**config.mk**
```make
export PLATFORM = sky130hd
export DESIGN_NAME = spt_timer
export DESIGN_NICKNAME = d
export VERILOG_FILES = /design/src/rtl/spt_pkg.sv /design/src/rtl/spt_tick.sv /design/src/rtl/spt_chan.sv /design/src/rtl/spt_timer.sv
export VERILOG_INCLUDE_DIRS = /design/src /design/src/rtl
export SDC_FILE = /design/constraint.sdc
export NUM_CORES = 1
export LEC_CHECK = 0
export ABC_AREA = 0
export BUFFER_PORTS_ARGS = -buffer_cell sky130_fd_sc_hd__clkbuf_2
export CAP_MARGIN = 40
export CORE_ASPECT_RATIO = 0.8
export CORE_MARGIN = 4
export CORE_UTILIZATION = 45
export CTS_CLUSTER_DIAMETER = 40
export DETAILED_ROUTE_END_ITERATION = 7
export GPL_TIMING_DRIVEN = 0
export PLACE_DENSITY = 0.72
export SETUP_SLACK_MARGIN = 0.05
export SYNTH_ARGS = -nofsm -noshare
export SYNTH_HDL_FRONTEND = slang
export SYNTH_SLANG_ARGS = --single-unit
export TNS_END_PERCENT = 5
```
**constraint.sdc**
```tcl
create_clock -name ref_clk_i -period 7.9 [get_ports ref_clk_i]
set_clock_uncertainty 0.1 [all_clocks]
set_input_delay 1.58 -clock ref_clk_i [delete_from_list [all_inputs] [get_ports ref_clk_i]]
set_output_delay 1.58 -clock ref_clk_i [all_outputs]
set_load 0.05 [all_outputs]
```
**src/rtl/spt_map.svh**
```systemverilog
/*
  Register indices, field positions, reset values and divider counts
  of the six-channel PWM timer. Assumes inclusion by bare name.
*/
`ifndef SPT_MAP_SVH
`define SPT_MAP_SVH

// ----------------------------------------------------------------
// Register indices (byte address is four times the index)
// ----------------------------------------------------------------
`define SPT_IDX_FLAG     20'hF06DF
`define SPT_IDX_OUTC0    20'hF06E2
`define SPT_IDX_OUTC1    20'hF06E4
`define SPT_IDX_CTRL     20'hF06E5
`define SPT_IDX_MON      20'hF06E6
`define SPT_IDX_TRIG     20'hF06E7
`define SPT_IDX_PERIOD   20'hF06E8
`define SPT_IDX_DUTY0    20'hF06E9

// ----------------------------------------------------------------
// Field positions
// ----------------------------------------------------------------
`define SPT_CTRL_CE      7
`define SPT_CTRL_CKS     4
`define SPT_CTRL_MD      0
`define SPT_TRIG_REQ     0
`define SPT_OUTC0_LVL    8

// ----------------------------------------------------------------
// Reset values and counts
// ----------------------------------------------------------------
`define SPT_NCH          6
`define SPT_CNT_IDLE     16'hFFFF
`define SPT_CMP_RST      16'h0000
`define SPT_CK0_DIV      8'h02
`define SPT_CK1_DIV      8'h08

`endif

```
**src/rtl/spt_pkg.sv**
```systemverilog
/*
  Types shared by the PWM timer modules.
  Assumes nothing of its surroundings.
*/
package spt_pkg;
  // Counter run state
  typedef enum logic {SPT_STOPPED, SPT_RUNNING} spt_state_type;
  // Per-output control bits
  typedef struct packed {
    logic en;   // Output enable
    logic lvl;  // Active level, 1 = active low
    logic def;  // Default level
  } spt_out_cfg_type;
endpackage : spt_pkg

```
**src/rtl/spt_tick.sv**
```systemverilog
/*
  Count clock generator: one-cycle tick at one of two divided rates.
  Assumes the peripheral clock and reset of the timer.
*/
`timescale 1ns/1ps
`default_nettype none
`include "spt_map.svh"

module spt_tick (
  input  wire logic ref_clk_i,  // Peripheral clock
  input  wire logic rst_b_i,    // Async reset, active low
  input  wire logic sel_i,      // Count clock select
  output logic      tick_o      // Count clock pulse
);
  logic [7:0] div_cnt;          // Divider count
  wire  [7:0] div_lim = sel_i ? (`SPT_CK1_DIV - 8'h01) : (`SPT_CK0_DIV - 8'h01);

  // ----------------------------------------------------------------
  // Free-running divider
  // ----------------------------------------------------------------
  always_ff @(posedge ref_clk_i or negedge rst_b_i) begin
    if (!rst_b_i) begin
      div_cnt <= 8'h00;
      tick_o  <= 1'b0;
    end else if (div_cnt >= div_lim) begin
      div_cnt <= 8'h00;
      tick_o  <= 1'b1;
    end else begin
      div_cnt <= div_cnt + 8'h01;
      tick_o  <= 1'b0;
    end
  end
endmodule : spt_tick
`default_nettype wire

```
**src/rtl/spt_chan.sv**
```systemverilog
/*
  One PWM output stage: raw waveform, enable delay and level mapping.
  Assumes load, step and count values from the timer core.
*/
`timescale 1ns/1ps
`default_nettype none

module spt_chan (
  input  wire logic                    ref_clk_i,  // Peripheral clock
  input  wire logic                    rst_b_i,    // Async reset, active low
  input  wire logic                    run_i,      // Timer running next cycle
  input  wire logic                    load_i,     // Counter clear or start
  input  wire logic                    step_i,     // Counter increments
  input  wire logic [15:0]             cnt_next_i, // Incremented count
  input  wire logic [15:0]             duty_i,     // Duty in effect
  input  wire spt_pkg::spt_out_cfg_type cfg_i,     // Output control bits
  output logic                         pin_o       // Output level
);
  logic raw;    // Active-high waveform
  logic en_q;   // Enable seen one cycle late

  // Set at clear unless duty is zero, reset on duty match
  wire next_raw = !run_i ? 1'b0 :
                  load_i ? (duty_i != 16'h0000) :
                  (step_i && cnt_next_i == duty_i) ? 1'b0 : raw;
  // Default while stopped or disabled, else polarity applied
  wire next_pin = (!run_i || !en_q) ? cfg_i.def : (next_raw ^ cfg_i.lvl);

  // ----------------------------------------------------------------
  // Waveform and pin registers
  // ----------------------------------------------------------------
  always_ff @(posedge ref_clk_i or negedge rst_b_i) begin
    if (!rst_b_i) begin
      raw   <= 1'b0;
      en_q  <= 1'b0;
      pin_o <= 1'b0;
    end else begin
      raw   <= next_raw;
      en_q  <= cfg_i.en;
      pin_o <= next_pin;
    end
  end
endmodule : spt_chan
`default_nettype wire

```
**src/rtl/spt_timer.sv**
```systemverilog
/*
  Six-channel 16-bit PWM timer with AHB-Lite register slave,
  buffered compares, batch reload and synchronous slave start/stop.
  Assumes one clock, an AHB-Lite master with single word transfers,
  and a master timer run level when slave mode is used.
*/
// Decided for this implementation: the AHB-Lite slave port.
`timescale 1ns/1ps
`default_nettype none
`include "spt_map.svh"

module spt_timer (
  input  wire logic        ref_clk_i,          // Peripheral clock
  input  wire logic        rst_b_i,            // Async reset, active low
  input  wire logic        hsel_i,             // AHB select
  input  wire logic [31:0] haddr_i,            // AHB address
  input  wire logic [1:0]  htrans_i,           // AHB transfer type
  input  wire logic        hwrite_i,           // AHB write
  input  wire logic [2:0]  hsize_i,            // AHB size, word only
  input  wire logic [31:0] hwdata_i,           // AHB write data
  input  wire logic        hready_i,           // AHB bus ready
  output logic             hreadyout_o,        // AHB slave ready
  output logic             hresp_o,            // AHB response
  output logic [31:0]      hrdata_o,           // AHB read data
  input  wire logic        master_run_i,       // Master timer running
  output logic [5:0]       pwm_output_o,       // PWM outputs
  output logic             period_interrupt_o  // Period event pulse
);
  localparam int NCH = `SPT_NCH;

  // ----------------------------------------------------------------
  // Bus data phase state
  // ----------------------------------------------------------------
  logic        dp_wr;      // Write data phase
  logic        dp_rd;      // Read data phase
  logic        rd_done;    // Read data loaded
  logic [19:0] dp_idx;     // Register index

  // ----------------------------------------------------------------
  // Software registers
  // ----------------------------------------------------------------
  logic        count_enable_bit;        // Run request
  logic        count_clock_select_bit;  // Count clock choice
  logic        sync_slave_mode_bit;     // Follow master
  logic [5:0]  output_enable_bit;       // Per output enable
  logic [5:0]  active_level_bit;        // Per output polarity
  logic [5:0]  default_level_bit;       // Per output idle level
  logic [15:0] period_compare;          // Period written
  logic [15:0] duty_compare [NCH];      // Duties written

  // ----------------------------------------------------------------
  // Timer core state
  // ----------------------------------------------------------------
  spt_pkg::spt_state_type state;        // Run state
  logic [15:0] up_counter;              // Count value
  logic [15:0] period_buf;              // Period in effect
  logic [15:0] duty_buf [NCH];          // Duties in effect
  logic        batch_pending_flag;      // Reload awaited
  logic        stop_q;                  // Stop one cycle after disable
  logic        tick;                    // Count clock pulse

  // Write decode against the captured index
  function automatic logic wr_hit(input logic [19:0] idx);
    wr_hit = dp_wr && (dp_idx == idx);
  endfunction : wr_hit

  // ----------------------------------------------------------------
  // Bus decode
  // ----------------------------------------------------------------
  wire addr_ok   = hsel_i && hready_i && htrans_i[1];
  wire rd_wait   = dp_rd && !rd_done;
  wire [19:0] duty_off = dp_idx - `SPT_IDX_DUTY0;
  wire is_duty   = (dp_idx >= `SPT_IDX_DUTY0) && (duty_off < 20'h00006);
  wire [2:0] duty_sel = duty_off[2:0];
  wire [7:0] ctrl_rd = {count_enable_bit, 2'b00, count_clock_select_bit,
                        3'b000, sync_slave_mode_bit};
  wire [31:0] rd_mux =
    (dp_idx == `SPT_IDX_FLAG)   ? {31'h0, batch_pending_flag} :
    (dp_idx == `SPT_IDX_MON)    ? {26'h0, pwm_output_o} :
    (dp_idx == `SPT_IDX_CTRL)   ? {24'h0, ctrl_rd} :
    (dp_idx == `SPT_IDX_OUTC0)  ? {18'h0, active_level_bit, 2'b00,
                                   default_level_bit} :
    (dp_idx == `SPT_IDX_OUTC1)  ? {26'h0, output_enable_bit} :
    (dp_idx == `SPT_IDX_PERIOD) ? {16'h0, period_compare} :
    is_duty                     ? {16'h0, duty_compare[duty_sel]} :
    32'h0;

  assign hreadyout_o = !rd_wait;
  assign hresp_o     = 1'b0;

  // ----------------------------------------------------------------
  // Bus phase tracking and read data
  // ----------------------------------------------------------------
  always_ff @(posedge ref_clk_i or negedge rst_b_i) begin
    if (!rst_b_i) begin
      dp_wr    <= 1'b0;
      dp_rd    <= 1'b0;
      dp_idx   <= 20'h0;
      rd_done  <= 1'b0;
      hrdata_o <= 32'h0;
    end else begin
      rd_done <= rd_wait;
      // Read data after one wait state, so earlier writes are seen
      if (rd_wait) begin
        hrdata_o <= rd_mux;
      end
      if (hreadyout_o) begin
        dp_wr  <= addr_ok && hwrite_i;
        dp_rd  <= addr_ok && !hwrite_i;
        dp_idx <= haddr_i[21:2];
      end
    end
  end

  // ----------------------------------------------------------------
  // Control registers
  // ----------------------------------------------------------------
  always_ff @(posedge ref_clk_i or negedge rst_b_i) begin
    if (!rst_b_i) begin
      count_enable_bit       <= 1'b0;
      count_clock_select_bit <= 1'b0;
      sync_slave_mode_bit    <= 1'b0;
      output_enable_bit      <= 6'h00;
      active_level_bit       <= 6'h00;
      default_level_bit      <= 6'h00;
      period_compare         <= `SPT_CMP_RST;
    end else begin
      if (wr_hit(`SPT_IDX_CTRL)) begin
        count_enable_bit       <= hwdata_i[`SPT_CTRL_CE];
        count_clock_select_bit <= hwdata_i[`SPT_CTRL_CKS];
        sync_slave_mode_bit    <= hwdata_i[`SPT_CTRL_MD];
      end
      if (wr_hit(`SPT_IDX_OUTC0)) begin
        active_level_bit  <= hwdata_i[`SPT_OUTC0_LVL +: 6];
        default_level_bit <= hwdata_i[5:0];
      end
      if (wr_hit(`SPT_IDX_OUTC1)) begin
        output_enable_bit <= hwdata_i[5:0];
      end
      if (wr_hit(`SPT_IDX_PERIOD)) begin
        period_compare <= hwdata_i[15:0];
      end
    end
  end

  // Duty compare registers, one per output
  always_ff @(posedge ref_clk_i or negedge rst_b_i) begin
    if (!rst_b_i) begin
      for (int i = 0; i < NCH; i++) begin
        duty_compare[i] <= `SPT_CMP_RST;
      end
    end else if (dp_wr && is_duty) begin
      duty_compare[duty_sel] <= hwdata_i[15:0];
    end
  end

  // ----------------------------------------------------------------
  // Count clock
  // ----------------------------------------------------------------
  spt_tick u_tick (
    .ref_clk_i (ref_clk_i),
    .rst_b_i   (rst_b_i),
    .sel_i     (count_clock_select_bit),
    .tick_o    (tick)
  );

  // ----------------------------------------------------------------
  // Core decode
  // ----------------------------------------------------------------
  wire running   = (state == spt_pkg::SPT_RUNNING);
  wire run_en    = sync_slave_mode_bit ? master_run_i : count_enable_bit;
  wire start     = !running && run_en && tick;
  wire live_tick = running && !stop_q && tick;
  wire match     = live_tick && (up_counter == period_buf);
  wire step      = live_tick && !match;
  wire load_buf  = start || (match && batch_pending_flag);
  wire trig_set  = dp_wr && (dp_idx == `SPT_IDX_TRIG) && hwdata_i[`SPT_TRIG_REQ];
  wire next_pend = trig_set || (batch_pending_flag && !load_buf);
  wire next_run  = stop_q ? 1'b0 : (start ? 1'b1 : running);
  wire [15:0] cnt_inc  = up_counter + 16'h0001;
  wire [15:0] next_cnt = stop_q ? `SPT_CNT_IDLE :
                         (start || match) ? 16'h0000 :
                         step ? cnt_inc : up_counter;

  // ----------------------------------------------------------------
  // Counter, run state and period event
  // ----------------------------------------------------------------
  always_ff @(posedge ref_clk_i or negedge rst_b_i) begin
    if (!rst_b_i) begin
      state              <= spt_pkg::SPT_STOPPED;
      up_counter         <= `SPT_CNT_IDLE;
      stop_q             <= 1'b0;
      batch_pending_flag <= 1'b0;
      period_interrupt_o <= 1'b0;
    end else begin
      case (state)
        spt_pkg::SPT_STOPPED: state <= next_run ? spt_pkg::SPT_RUNNING : state;
        spt_pkg::SPT_RUNNING: state <= next_run ? state : spt_pkg::SPT_STOPPED;
        default:              state <= spt_pkg::SPT_STOPPED;
      endcase
      up_counter         <= next_cnt;
      stop_q             <= running && !run_en && !stop_q;
      batch_pending_flag <= next_pend;
      period_interrupt_o <= start || match;
    end
  end

  // Compare buffers, loaded only as a batch
  always_ff @(posedge ref_clk_i or negedge rst_b_i) begin
    if (!rst_b_i) begin
      period_buf <= `SPT_CMP_RST;
      for (int i = 0; i < NCH; i++) begin
        duty_buf[i] <= `SPT_CMP_RST;
      end
    end else if (load_buf) begin
      period_buf <= period_compare;
      for (int i = 0; i < NCH; i++) begin
        duty_buf[i] <= duty_compare[i];
      end
    end
  end

  // ----------------------------------------------------------------
  // Output stages
  // ----------------------------------------------------------------
  for (genvar g = 0; g < NCH; g++) begin : g_ch
    wire spt_pkg::spt_out_cfg_type cfg = '{en:  output_enable_bit[g],
                                           lvl: active_level_bit[g],
                                           def: default_level_bit[g]};
    wire [15:0] duty_eff = load_buf ? duty_compare[g] : duty_buf[g];
    spt_chan u_chan (
      .ref_clk_i  (ref_clk_i),
      .rst_b_i    (rst_b_i),
      .run_i      (next_run),
      .load_i     (start || match),
      .step_i     (step),
      .cnt_next_i (cnt_inc),
      .duty_i     (duty_eff),
      .cfg_i      (cfg),
      .pin_o      (pwm_output_o[g])
    );
  end
endmodule : spt_timer
`default_nettype wire

```
# Yosys cells after proc, flatten, opt, wreduce, memory -nomap -nowiden
# Cells that the tools add are included.
# totals
wordCells	193
romBits	0
inputBits	75
n_memories	0
latchBits	0
ramBits	0
output_inout_bits	41
reg_bits	347
# classes
n_mul	0
shift	0
magnitude_cmp	5
n_div	0
n_bitwise	7
n_mux	53
n_reduce_logical	61
addsub	3
eq_ne	14
# op_table
operator	count
16-bit 2-to-1 mux	19
20-bit equality test, second input constant	7
16-bit equality test	7
96-bit bitwise mux	1
16-bit nonzero test	6
16-bit binary-select mux with 3-bit select	1
16-bit demux with 3-bit select	1
1-bit logical AND	30
1-bit 2-to-1 mux	29
20-bit >= comparator, second input constant	1
20-bit by 3-bit < comparator with 1-bit output, second input constant	1
20-bit subtractor, second input constant	1
16-bit by 1-bit adder with 16-bit output, second input constant	1
1-bit zero test	15
1-bit logical OR	9
8-bit by 1-bit adder with 8-bit output, second input constant	1
8-bit >= comparator	1
8-bit 2-to-1 mux	1
1-bit bitwise XOR	6
4-bit >= comparator, second input constant	1
4-bit by 1-bit < comparator with 1-bit output, second input constant	1
3-bit NOT with 4-bit output	1
3-bit 2-to-1 mux	1
3-bit nonzero test	1

# Logic depth before layout (Yosys ltp)
# Gate-level depths: netlist of the first run.
# logic_depth
depth_word	14
mapped_depth	17
depth_no_buf	12

# By module
# From an unflattened synthesis of the first run, not the netlist that was laid out.
# unflattened
hier_cells	1391
hier_area_um2	16190.5
# by_module_without_submodules
module	n_inst	cells_per_inst	seq_area_each_um2	area_per_inst_um2
spt_timer	1	1149	7627.3	13799.5
spt_chan	6	36	75.1	340.3
spt_tick	1	26	225.2	349.1

# Worst setup path after synthesis of the first run
# No wires, ideal clock.
# synth_timing
kind	input-to-reg
start	in master_run_i
end	reg g_ch[2].u_chan.pin_o
setup_slack_ns	3.689
setup_time_ns	0.127
n_path_buf	2
t_required_ns	7.673
arrival_time_ns	3.984
stages	12
path_cell_list	mux2_2 -> nand2_1 -> nor2_1 -> a21oi_2 -> buf_2 -> buf_2 -> mux2_2 -> o21ai_0 -> nand4_1 -> nor4_1 -> mux2i_1 -> nand3_1
# synth_via
elab_chain_cells	12
word_cells_on_any_way	18
classes_between	1 x eq/ne; 8 x mux; 1 x bitwise; 8 x reduce/logical
# synth_lines
item	line_no	text
start, declared	spt_timer.sv:25	input wire logic master_run_i,
1-bit 2-to-1 mux (*)	spt_timer.sv:171	wire run_en = sync_slave_mode_bit ? master_run_i : count_enable_bit;
1-bit logical AND (*) (2 in series)	spt_timer.sv:172	wire start = !running && run_en && tick;
1-bit logical OR	spt_timer.sv:176	wire load_buf = start || (match && batch_pending_flag);
16-bit 2-to-1 mux	spt_timer.sv:230	wire [15:0] duty_eff = load_buf ? duty_compare[g] : duty_buf[g];
16-bit equality test	spt_chan.sv:25	(step_i && cnt_next_i == duty_i) ? 1'b0 : raw;
1-bit logical AND	spt_chan.sv:25	
1-bit 2-to-1 mux	spt_chan.sv:25	
1-bit 2-to-1 mux	spt_chan.sv:24	load_i ? (duty_i != 16'h0000) :
1-bit 2-to-1 mux	spt_chan.sv:23	wire next_raw = !run_i ? 1'b0 :
1-bit bitwise XOR	spt_chan.sv:27	wire next_pin = (!run_i || !en_q) ? cfg_i.def : (next_raw ^ cfg_i.lvl);
1-bit 2-to-1 mux (*)	spt_chan.sv:27	
named net g_ch[2].u_chan.next_pin	spt_chan.sv:27	
end signal, assigned	spt_chan.sv:40	pin_o <= next_pin;
end, declared	spt_chan.sv:17	output logic pin_o
# The timed path passes the listed nets; every way through them passes the cells marked *.
# A chain may end at the register's enable or synchronous reset.

# Worst setup path in the final report of the first run
# layout_timing
start	reg dp_idx[0]
end	reg duty_compare[72] (netlist bit)
# layout_via
elab_chain_cells	7
word_cells_on_any_way	12
classes_between	1 x add/sub; 4 x order compare; 3 x mux; 1 x bitwise; 3 x reduce/logical
# layout_lines
item	line_no	text
start, declared	spt_timer.sv:37	logic [19:0] dp_idx;
start signal, assigned	spt_timer.sv:110	dp_idx <= haddr_i[21:2];
20-bit subtractor (no line)	-	
3-bit NOT with 4-bit output (not written as such)	spt_timer.sv:153	duty_compare[duty_sel] <= hwdata_i[15:0];
4-bit >= comparator (not written as such) or 4-bit by 1-bit < comparator with 1-bit output (tied branches)	spt_timer.sv:153	
1-bit logical AND (not written as such)	spt_timer.sv:153	
16-bit 2-to-1 mux (not written as such)	spt_timer.sv:153	
16-bit demux with 3-bit select	spt_timer.sv:153	
96-bit bitwise mux	spt_timer.sv:153	
end signal, assigned by index	spt_timer.sv:150	duty_compare[i] <= `SPT_CMP_RST;
end signal, assigned by index	spt_timer.sv:153	
end, declared	spt_timer.sv:49	logic [15:0] duty_compare [NCH];
# Several ways; a longest one is shown, not always the timed one.

==> results of run 1 <==
[path summary, 6_finish.rpt]
kind | cells after the start | end
worst max-delay path | 16 | duty_compare[72]$_DFFE_PN0P_
min in group asynchronous | 1 | duty_buf[3]$_DFFE_PN0N_
worst max register to register | 16 | duty_compare[72]$_DFFE_PN0P_
worst min-delay path | 0 | g_ch[5].u_chan.en_q$_DFF_PN0_
max in group asynchronous | 3 | hrdata_o[1]$_DFFE_PN0P_
worst min register to register | 0 | g_ch[5].u_chan.en_q$_DFF_PN0_
[cell type report]
cell class              instances  area [um^2]  share of cell area
diodes                          1         2.50            0.000128
well taps                     487          609              0.0313
clock inverters                21          273              0.0140
repair buffers                 82          529              0.0272
clock buffers                  56         1160              0.0598
multi-input cells            1113         7840               0.403
inverters                      56          210              0.0108
flip-flops and latches        331         8300               0.426
plain buffers                 102          544              0.0279
[layer usage]
metal,up-vias,wire length [um]
li1,5864,-
met1,6775,25900
met2,715,23800
met3,117,7740
met4,2,1540
met5,-,12
[logic make-up after synthesis]
family / share of synthesized area
buf+inv: 0.0449
simple gates: 0.144
fa+ha+maj: 0.00596
flops: 0.494
compound gates: 0.0814
mux: 0.167
xor+xnor: 0.0625
other cells: 0.000223
[registers in the layout, indices dropped and copies added, names as in the netlist, 6 cells and up]
signal             count
u_tick.div_cnt         8
dp_idx                20
period_buf            16
g_ch.u_chan.en_q       6
output_enable_bit      6
active_level_bit       6
hrdata_o              16
up_counter            16
default_level_bit      6
g_ch.u_chan.raw        6
duty_buf              96
g_ch.u_chan.pin_o      6
period_compare        16
duty_compare          96
[where the power goes]
group          internal (W)  switching (W)
logic              0.000878        0.00176
registers           0.00194       0.000208
clock network       0.00119       0.000812
total               0.00401        0.00278
[critical path: cells and delay by family (launching register included)]
kind | cells | cell delay [ns]
AO/OA/AOI/OAI | 4 | 0.99
XOR/XNOR | 1 | 0.17
adder cells (fa/ha/maj) | 1 | 0.22
buffers and inverters | 5 | 1.31
flip-flops | 1 | 0.41
multiplexers | 1 | 0.38
AND/OR/NAND/NOR | 4 | 1.15
[cell usage in the layout (no fill, tap or decap), drive strengths merged, types with 21 or more instances in the layout]
master,count
nor3,24
nand2,217
nand4,24
xor2,36
nor4,63
conb,21
clkbuf,165
inv,58
mux2i,53
dfrtp,315
o21ai,62
nand3,21
buf,75
xnor2,84
nor2,96
a21oi,53
mux2,196
[through the flow]
step | total power, W | instance area, um^2 | hold WS [ns] | worst slack (ns) | TNS, ns
after floorplan | 0.00378 | 16900 | 0.269 | 3.69 | 0
after global placement | 0.00462 | 17800 | 0.281 | -2.00 | -616.31
after detailed placement | 0.00472 | 18000 | 0.284 | 2.72 | 0
after CTS | 0.00672 | 19500 | 0.302 | 3.13 | 0
after global routing | 0.00705 | 19500 | 0.319 | 2.83 | 0
final | 0.00679 | 19500 | 0.301 | 3.03 | 0
==> results.txt, run 1 <==
- The flow ran to the end, and the final reports show no timing, DRC or antenna violations.
* Global routing met2 resource utilization: 0.390
* Share of post-route cells with drive strength above 1: 0.244
* Number of cells after detailed placement: 2170
* Worst R2R Setup Slack: 3.03 ns
* CTS root buf: sky130_fd_sc_hd__clkbuf_16
- For this run, the register share of the synthesized area comes to 0.494.
- Signal arrival time at the worst endpoint: roughly 5.2 ns
- Pin count of the biggest net entering global routing: approximately 110
* Die width: between 200 and 250 um
- For this run the aggregate overflow at the end of global routing stands at 0.
* Vertical die dimension: approximately 180 um
- Number of antenna violations at the first check in global routing: 1
- Fin crit share: 0.617
- For this configuration, the core starts out at a cell density of 0.455.
- Required @ worst endpoint: about 8.2 ns
* Hold violation count in the final report: 0
- Area of the core: between 30000 and 40000 um^2
- Across the VDD grid, the largest voltage drop is approximately 0.21 mV.
* Source of the critical timing path: dp_idx[0]$_DFFE_PN0N_
- The critical path in this run is classified as reg -> reg.
* Ranking of synthesized cells by area: sky130_fd_sc_hd__dfrtp_1, sky130_fd_sc_hd__mux2_2, sky130_fd_sc_hd__nand2_1
- Most common cell in the synthesized netlist: sky130_fd_sc_hd__dfrtp_1
- The synthesized netlist contains slightly below 80 unique library cells.
- Largest area contributor in the synthesized netlist: sky130_fd_sc_hd__dfrtp_1
- Post-detailed-route DRC marker count: 0
* Number of flip-flops and latches in the synthesized netlist: 331
* Number of buffers inserted by post-CTS setup repair: 0
* Hold-fix buffers at CTS: 0
- After synthesis, the share of flip-flops with an asynchronous set or reset is 1.00.
- Count of clock tree sinks: approximately 330
- Setup repair after global routing left no endpoint under its margin.
* Clock-pin slew reported for the worst setup and hold paths after clock tree synthesis: roughly 0.06 ns
* Area of the die: between 40000 and 50000 um^2
* Number of buffers on the longest clock path: 3
* Critical-path cell list: buf_6, inv_1, ha_1, buf_2, nand2b_1, a21o_1, a41oi_2, o21ai_1, xnor2_1, a2111oi_4, nand4_4, or2_1, buf_6, nor2_1, buf_2, mux2_2
* Mapped Area: roughly 17000 um^2
* Final Critical Period: ~4.9 ns
- Total of endpoints with negative setup slack in the final report: 0
- Critical path capture point type: register
* Slowest Stage Delay on Critical Path: between 0.5 and 0.6 ns
* Hold Crit Start: output_enable_bit[5]$_DFFE_PN0P_
- Sum of net half-perimeters after detailed placement: 44200 um
- Top-area cell type share of the netlist area: 0.469
- For met1 alone, demand over resource in global routing was 0.431.
- TritonCTS buffer count: 43
* Global-route usage over all layers: 0.287
* Clk_lat worst skew: roughly 0.56 ns
- Busiest metal layer after global routing: met1
- At the end of routability-driven placement, the weighted congestion stood at ~0.98.
- Highest attainable clock frequency: approximately 200 MHz
* Critical-path maximum fanout: 10
* Number of placement rows: 63
- Number of enable flip-flop cells after synthesis: 0
- During placement, the flow inserted port buffers numbering 65.
- Violation count after the first detailed-route iteration: 1656
- Number of gates given a new drive strength after cts: 0
- Critical-path top delay cell: sky130_fd_sc_hd__nor2_1
- For this design the ratio of total power to cell area is 348 nW/um^2.
- The tightest min-delay check is of the reg -> reg type.
* Fill count: about 3300
- Each instance of the synthesized netlist takes up on average between 10 and 15 um^2.
- Final Util: 0.527
- CTS tree: done
- Summing over every cut layer, the via total after detailed routing is 13500.
* Number of top-level pins: approximately 120
* Aggregate routed wire length: ~59000 um
- The tool flagged a number of max-cap violations equal to 0.
* Leading post-synthesis cells by instance count: sky130_fd_sc_hd__dfrtp_1, sky130_fd_sc_hd__nand2_1, sky130_fd_sc_hd__mux2_2
* Vias per inst: about 6.0
- The worst pin sits at a relative slew slack of 0.313.
- For this run, the number of standard cells in the final layout without fillers is 2249.
- The final layout contains 1812 nets.
- CTS H-Tree Depth: 2
- Counting every instance in the synthesized netlist gives 1582.
- Global-route wire length before repair: 87100 um
- Compared with the post-synthesis result, the final layout area differs by 15.9%.
- Met3 routing resource usage after global routing: 0.112
- The pre-antenna-repair detailed-routing pass consisted of 7 iterations.
- The number of pins with negative max-slew slack in the final report is 0.
- Worst-margin pin slew: between 1 and 1.5 ns
- Routed Antenna Nets: 0
- Dividing the detail-routed wire length by the instance count gives 26.2 um.
* Kind of launch point of the worst setup path: register
* Flip-flop cell with the highest count after synthesis: sky130_fd_sc_hd__dfrtp_1
* Number of global-route vias before repair: approximately 13000
- During synthesis, Yosys emitted a total of 0 warnings.
- The worst register-to-register path begins at dp_idx[0]$_DFFE_PN0N_.
- Static leakage power: a little over 9 nW
No activity file was read; power rests on OpenSTA's default activity.
==> inputs of run 2 (changes only) <==
--- a/config.mk
+++ b/config.mk
@@ -6,7 +6,7 @@
 export SDC_FILE = /design/constraint.sdc
 export NUM_CORES = 1
 export LEC_CHECK = 0
-export ABC_AREA = 0
+export ABC_AREA = 1
 export BUFFER_PORTS_ARGS = -buffer_cell sky130_fd_sc_hd__clkbuf_2
 export CAP_MARGIN = 40
 export CORE_ASPECT_RATIO = 0.8
==> constraint.sdc (replaced) <==
create_clock -name ref_clk_i -period 4.5 [get_ports ref_clk_i]
set_clock_uncertainty 0.1 [all_clocks]
set_input_delay 0.9 -clock ref_clk_i [delete_from_list [all_inputs] [get_ports ref_clk_i]]
set_output_delay 0.9 -clock ref_clk_i [all_outputs]
set_load 0.05 [all_outputs]
==> run 2 against run 1 <==
Combinational power rose by 140%. Register-to-register slack got worse by 2.9 ns. Non-clock buffer count rose by 18. Count of clock-buffer cells in the layout rose by 8. Final area rose by 8.2%. Cell count rose by 40%. Flip-flop and latch count did not move. Die area rose by 5.5%. Wire length rose by 35%. Sequential power rose by 85%. Critical endpoint is now g_ch[0].u_chan.pin_o$_DFF_PN0_.
==> results.txt, run 2 <==
- The total die area came to 42800 um^2 (was 40500 um^2).
- Critical-path cell list: buf_4, inv_2, nand2_1, nand2_1, nor2_1, nand2_1, nor2_4, nand4_4, nand2_4, buf_2, nand2_1, nand2_1, nand4_1, nor3_2, nand4_1, nand2_1, nand2_1, nand2_1, nand2_1, nand2_1 (was buf_6, inv_1, ha_1, buf_2, nand2b_1, a21o_1, a41oi_2, o21ai_1, xnor2_1, a2111oi_4, nand4_4, or2_1, buf_6, nor2_1, buf_2, mux2_2).
- The final cell count without fillers is 3159 (was 2249).
- The remaining routing DRC violations is 0 (unchanged).
* Kind of launch point of the worst setup path: register (unchanged)
- The number of DRC violations after detailed-routing iteration 0 came to 2611 (was 1656).
* Final Max Slew Viols: 0 (unchanged)
- The remaining max-slew budget at the tightest pin was 0.361 (was 0.313).
- The pin slew with the least headroom to its limit was 0.958 ns (was 1.00 ns).
* Cell area after placement: 19000 um^2 (was 18000 um^2)
- Type of the most critical hold path: in -> async (was reg -> reg)
- Sequential standard cell area: 8300 um^2 (unchanged)
- Detailed-route wire length per cell: 25.3 um (was 26.2 um)
- Power per standard cell area: 689 nW/um^2 (was 348 nW/um^2)
- Fin nets: 2673 (was 1812)
* Yosys Warn Count: 0 (unchanged)
- The time the worst path needs with I/O delays and setup was 4.39 ns (was 4.87 ns).
* Share of post-route cells with drive strength above 1: 0.116 (was 0.244)
- Routed Antenna Nets: 0 (unchanged)
- The area of the multi-input gates was 8000 um^2 (was 7840 um^2).
- Number of enable flip-flop cells after synthesis: 0 (unchanged)
- The maximum clock path buffer count came to 3 (unchanged).
- The most frequent standard cell in the layout excluding fill and tap cells is sky130_fd_sc_hd__nand2_1 (was sky130_fd_sc_hd__dfrtp_1).
- The pin count of the biggest net entering global routing is 110 (was 109).
- The share of the yosys chip area belonging to registers came to 0.467 (was 0.494).
* Iteration count of the initial detailed-routing pass: 7 (unchanged)
* Number of top-level pins: 116 (unchanged)
* Vertical die dimension: 186 um (was 181 um)
- The most used standard cell by instance count after synthesis was sky130_fd_sc_hd__nand2_1 (was sky130_fd_sc_hd__dfrtp_1).
- Fill count: 3756 (was 3272)
* Sum of net half-perimeters after detailed placement: 61300 um (was 44200 um)
- Critical path capture point type: register (unchanged)
- The total clock sinks came to 331 (unchanged).
- Biggest regs: duty_buf x96, duty_compare x96, dp_idx x20 (unchanged)
- The number of hold buffers added after cts came to 0 (unchanged).
- The delay contributed by the slowest stage of the critical path was 0.53 ns (was 0.56 ns).
- Aggregate routed wire length: 79800 um (was 59000 um)
- The final cell area excluding filler cells came to 21100 um^2 (was 19500 um^2).
- The critical path required time is 4.95 ns (was 8.24 ns).
- Outcome: finished clean (unchanged).
- The cell taking the most area after synthesis is sky130_fd_sc_hd__dfrtp_1 (unchanged).
* Signal arrival time at the worst endpoint: 4.84 ns (was 5.21 ns)
- Top-area cell type share of the netlist area: 0.444 (was 0.469)
- Leading post-synthesis cells by instance count: sky130_fd_sc_hd__nand2_1, sky130_fd_sc_hd__dfrtp_1, sky130_fd_sc_hd__inv_1 (was sky130_fd_sc_hd__dfrtp_1, sky130_fd_sc_hd__nand2_1, sky130_fd_sc_hd__mux2_2).
* Maximum vdd ir drop: 0.432 mV (was 0.214 mV)
- The number of buffer cells added on primary ports came to 66 (was 65).
- CP Class: reg -> reg (unchanged)
* CTS H-Tree Depth: 2 (unchanged)
- Number of flip-flops and latches in the synthesized netlist: 331 (unchanged)
* Number of placement rows: 64 (was 63)
- The synthesized area per cell was 7.30 um^2 (was 10.6 um^2).
- Clock-pin slew reported for the worst setup and hold paths after clock tree synthesis: 0.06 ns (about the same)
- The average vias per placed instance is 5.78 (was 5.99).
* Number of antenna violations at the first check in global routing: 1 (unchanged)
- Static leakage power: 11.4 nW (was 9.24 nW)
- The global-route congestion overflow total is 0 (unchanged).
* Flip-flop cell with the highest count after synthesis: sky130_fd_sc_hd__dfrtp_1 (unchanged)
- The max capacitance violation total was 0 (unchanged).
- The floorplan die width is 230 um (was 224 um).
- Global-route wire length before repair: 115000 um (was 87100 um)
- Global-route usage over all layers: 0.370 (was 0.287)
- The placeable core region is 38600 um^2 (was 37000 um^2).
* TritonCTS buffer count: 53 (was 43)
- Top cell by count, worst path: sky130_fd_sc_hd__nand2_1
- Number of global-route vias before repair: 17200 (was 13300)
* Effective utilization at floorplan: 0.460 (was 0.455)
- Hold violation count in the final report: 0 (unchanged)
- Fin crit share: 0.977 (was 0.617)
- The highest-delay cell along the critical path is sky130_fd_sc_hd__dfstp_2 (was sky130_fd_sc_hd__nor2_1).
* Syn Inst Count: 2434 (was 1582)
- The insertion delay to the later sink of the worst-skew pair was 0.61 ns (was 0.56 ns).
- Proportion of synthesized flip-flops having asynchronous set or reset: 1.00 (unchanged)
- RSZ-0062 raised after global routing: yes (was no)
- Total inserted antenna cells: 0 (was 1)
- The clock tree from TritonCTS was done (unchanged).
* GPL Wtd Cong: 1.01 (was 0.981)
- Growth of design area from synthesis to finish: 18.6% (was 15.9%)
* Critical-path maximum fanout: 10 (unchanged)
- Total of endpoints with negative setup slack in the final report: 0 (unchanged)
* Highest attainable clock frequency: 228 MHz (was 205 MHz)
* Leading cell types in the layout, fill and taps excluded: sky130_fd_sc_hd__nand2_1, sky130_fd_sc_hd__dfrtp_1, sky130_fd_sc_hd__inv_1 (was sky130_fd_sc_hd__dfrtp_1, sky130_fd_sc_hd__nand2_1, sky130_fd_sc_hd__mux2_2)
- The area of the mapped netlist is 17800 um^2 (was 16800 um^2).
- The detailed-route via count was 18300 (was 13500).
- Number of cells after detailed placement: 3060 (was 2170)
- Library cells used by synthesis: 48 (was 77)
- Ranking of synthesized cells by area: sky130_fd_sc_hd__dfrtp_1, sky130_fd_sc_hd__nand2_1, sky130_fd_sc_hd__nand3_1 (was sky130_fd_sc_hd__dfrtp_1, sky130_fd_sc_hd__mux2_2, sky130_fd_sc_hd__nand2_1).
- CTS root buf: sky130_fd_sc_hd__clkbuf_16 (unchanged)
## run 2: cell types whose count changed in the layout (fill, tap and decap cells not counted), moves of 43 or more
cell	before	now
sky130_fd_sc_hd__nand2_1	217	786
sky130_fd_sc_hd__mux2i_1	53	5
sky130_fd_sc_hd__o21ai_0	59	222
sky130_fd_sc_hd__xnor2_1	83	1
sky130_fd_sc_hd__nand3_1	21	261
sky130_fd_sc_hd__inv_1	53	292
sky130_fd_sc_hd__nor4_1	62	13
sky130_fd_sc_hd__mux2_2	184	0
sky130_fd_sc_hd__nor2_1	95	138
## run 2: critical path: cells and delay by family (launching register included)
family                 cells  cell delay, ns
AND/OR/NAND/NOR           17            2.91
buffers and inverters      3            0.78
flip-flops                 1            0.53
## run 2: logic make-up after synthesis
| group | count (synthesis) | synth area share |
|---|---|---|
| simple gates | 1305 | 0.309 |
| buf+inv | 421 | 0.0967 |
| compound gates | 345 | 0.109 |
| flops | 331 | 0.467 |
| xor+xnor | 18 | 0.00929 |
| fa+ha+maj | 8 | 0.00563 |
| mux | 5 | 0.00282 |
| other cells | 1 | 0.000211 |
## run 2: cell type report
type                    count  share of cell area
plain buffers             120              0.0302
clock buffers              64              0.0677
clock inverters            32              0.0186
inverters                 300              0.0534
multi-input cells        1702               0.379
flip-flops and latches    331               0.394
well taps                 528              0.0313
repair buffers             82              0.0252
## run 2: layer usage
| metal | vias to the layer above | GRT usage | part of all wire |
|---|---|---|---|
| li1 | 8170 | - | - |
| met1 | 8790 | 0.534 | 0.42 |
| met2 | 1110 | 0.520 | 0.40 |
| met3 | 190 | 0.126 | 0.14 |
| met5 | - | 0 | 0.00016 |
| met4 | 2 | 0.130 | 0.040 |
## run 2: final timing paths
path / slack (ns) / startpoint / cells past startpoint / endpoint
worst min register to register: 0.30 / output_enable_bit[5]$_DFFE_PN0P_ / 0 / g_ch[5].u_chan.en_q$_DFF_PN0_
max in group asynchronous: 2.62 / rst_b_i / 3 / u_tick.div_cnt[7]$_DFF_PN0_
worst max register to register: 0.11 / up_counter[0]$_DFFE_PN1P_ / 20 / g_ch[0].u_chan.pin_o$_DFF_PN0_
min in group ref_clk_i: 0.30 / output_enable_bit[5]$_DFFE_PN0P_ / 0 / g_ch[5].u_chan.en_q$_DFF_PN0_
worst min-delay path: 0.29 / rst_b_i / 1 / duty_buf[74]$_DFFE_PN0N_
worst max-delay path: 0.11 / up_counter[0]$_DFFE_PN1P_ / 20 / g_ch[0].u_chan.pin_o$_DFF_PN0_
## run 2: through the flow
step | hold slack, ns | total power, W | worst slack [ns] | TNS (ns) | utilization
6_report | 0.286 | 0.0145 | 0.105 | 0 | 0.546
3_3_place_gp | 0.291 | 0.00980 | -5.13 | -1674.36 | 0.488
2_1_floorplan | 0.273 | 0.00760 | 1.21 | 0 | -
5_1_grt | 0.327 | 0.0152 | 0.0293 | 0 | 0.546
3_5_place_dp | 0.286 | 0.00992 | -0.675 | -40.42 | 0.492
4_1_cts | 0.299 | 0.0142 | 0.0193 | 0 | 0.541
## run 2: power breakdown
group | switching, W | internal, W
sequential | 0.000384 | 0.00359
clock | 0.00163 | 0.00262
combinational | 0.00465 | 0.00164
## run 2: timing repair
action	4_1_cts	5_1_grt
pin swaps	2	4
gates resized for setup	19	84
buffers inserted	0	3
setup endpoints to repair	116	118
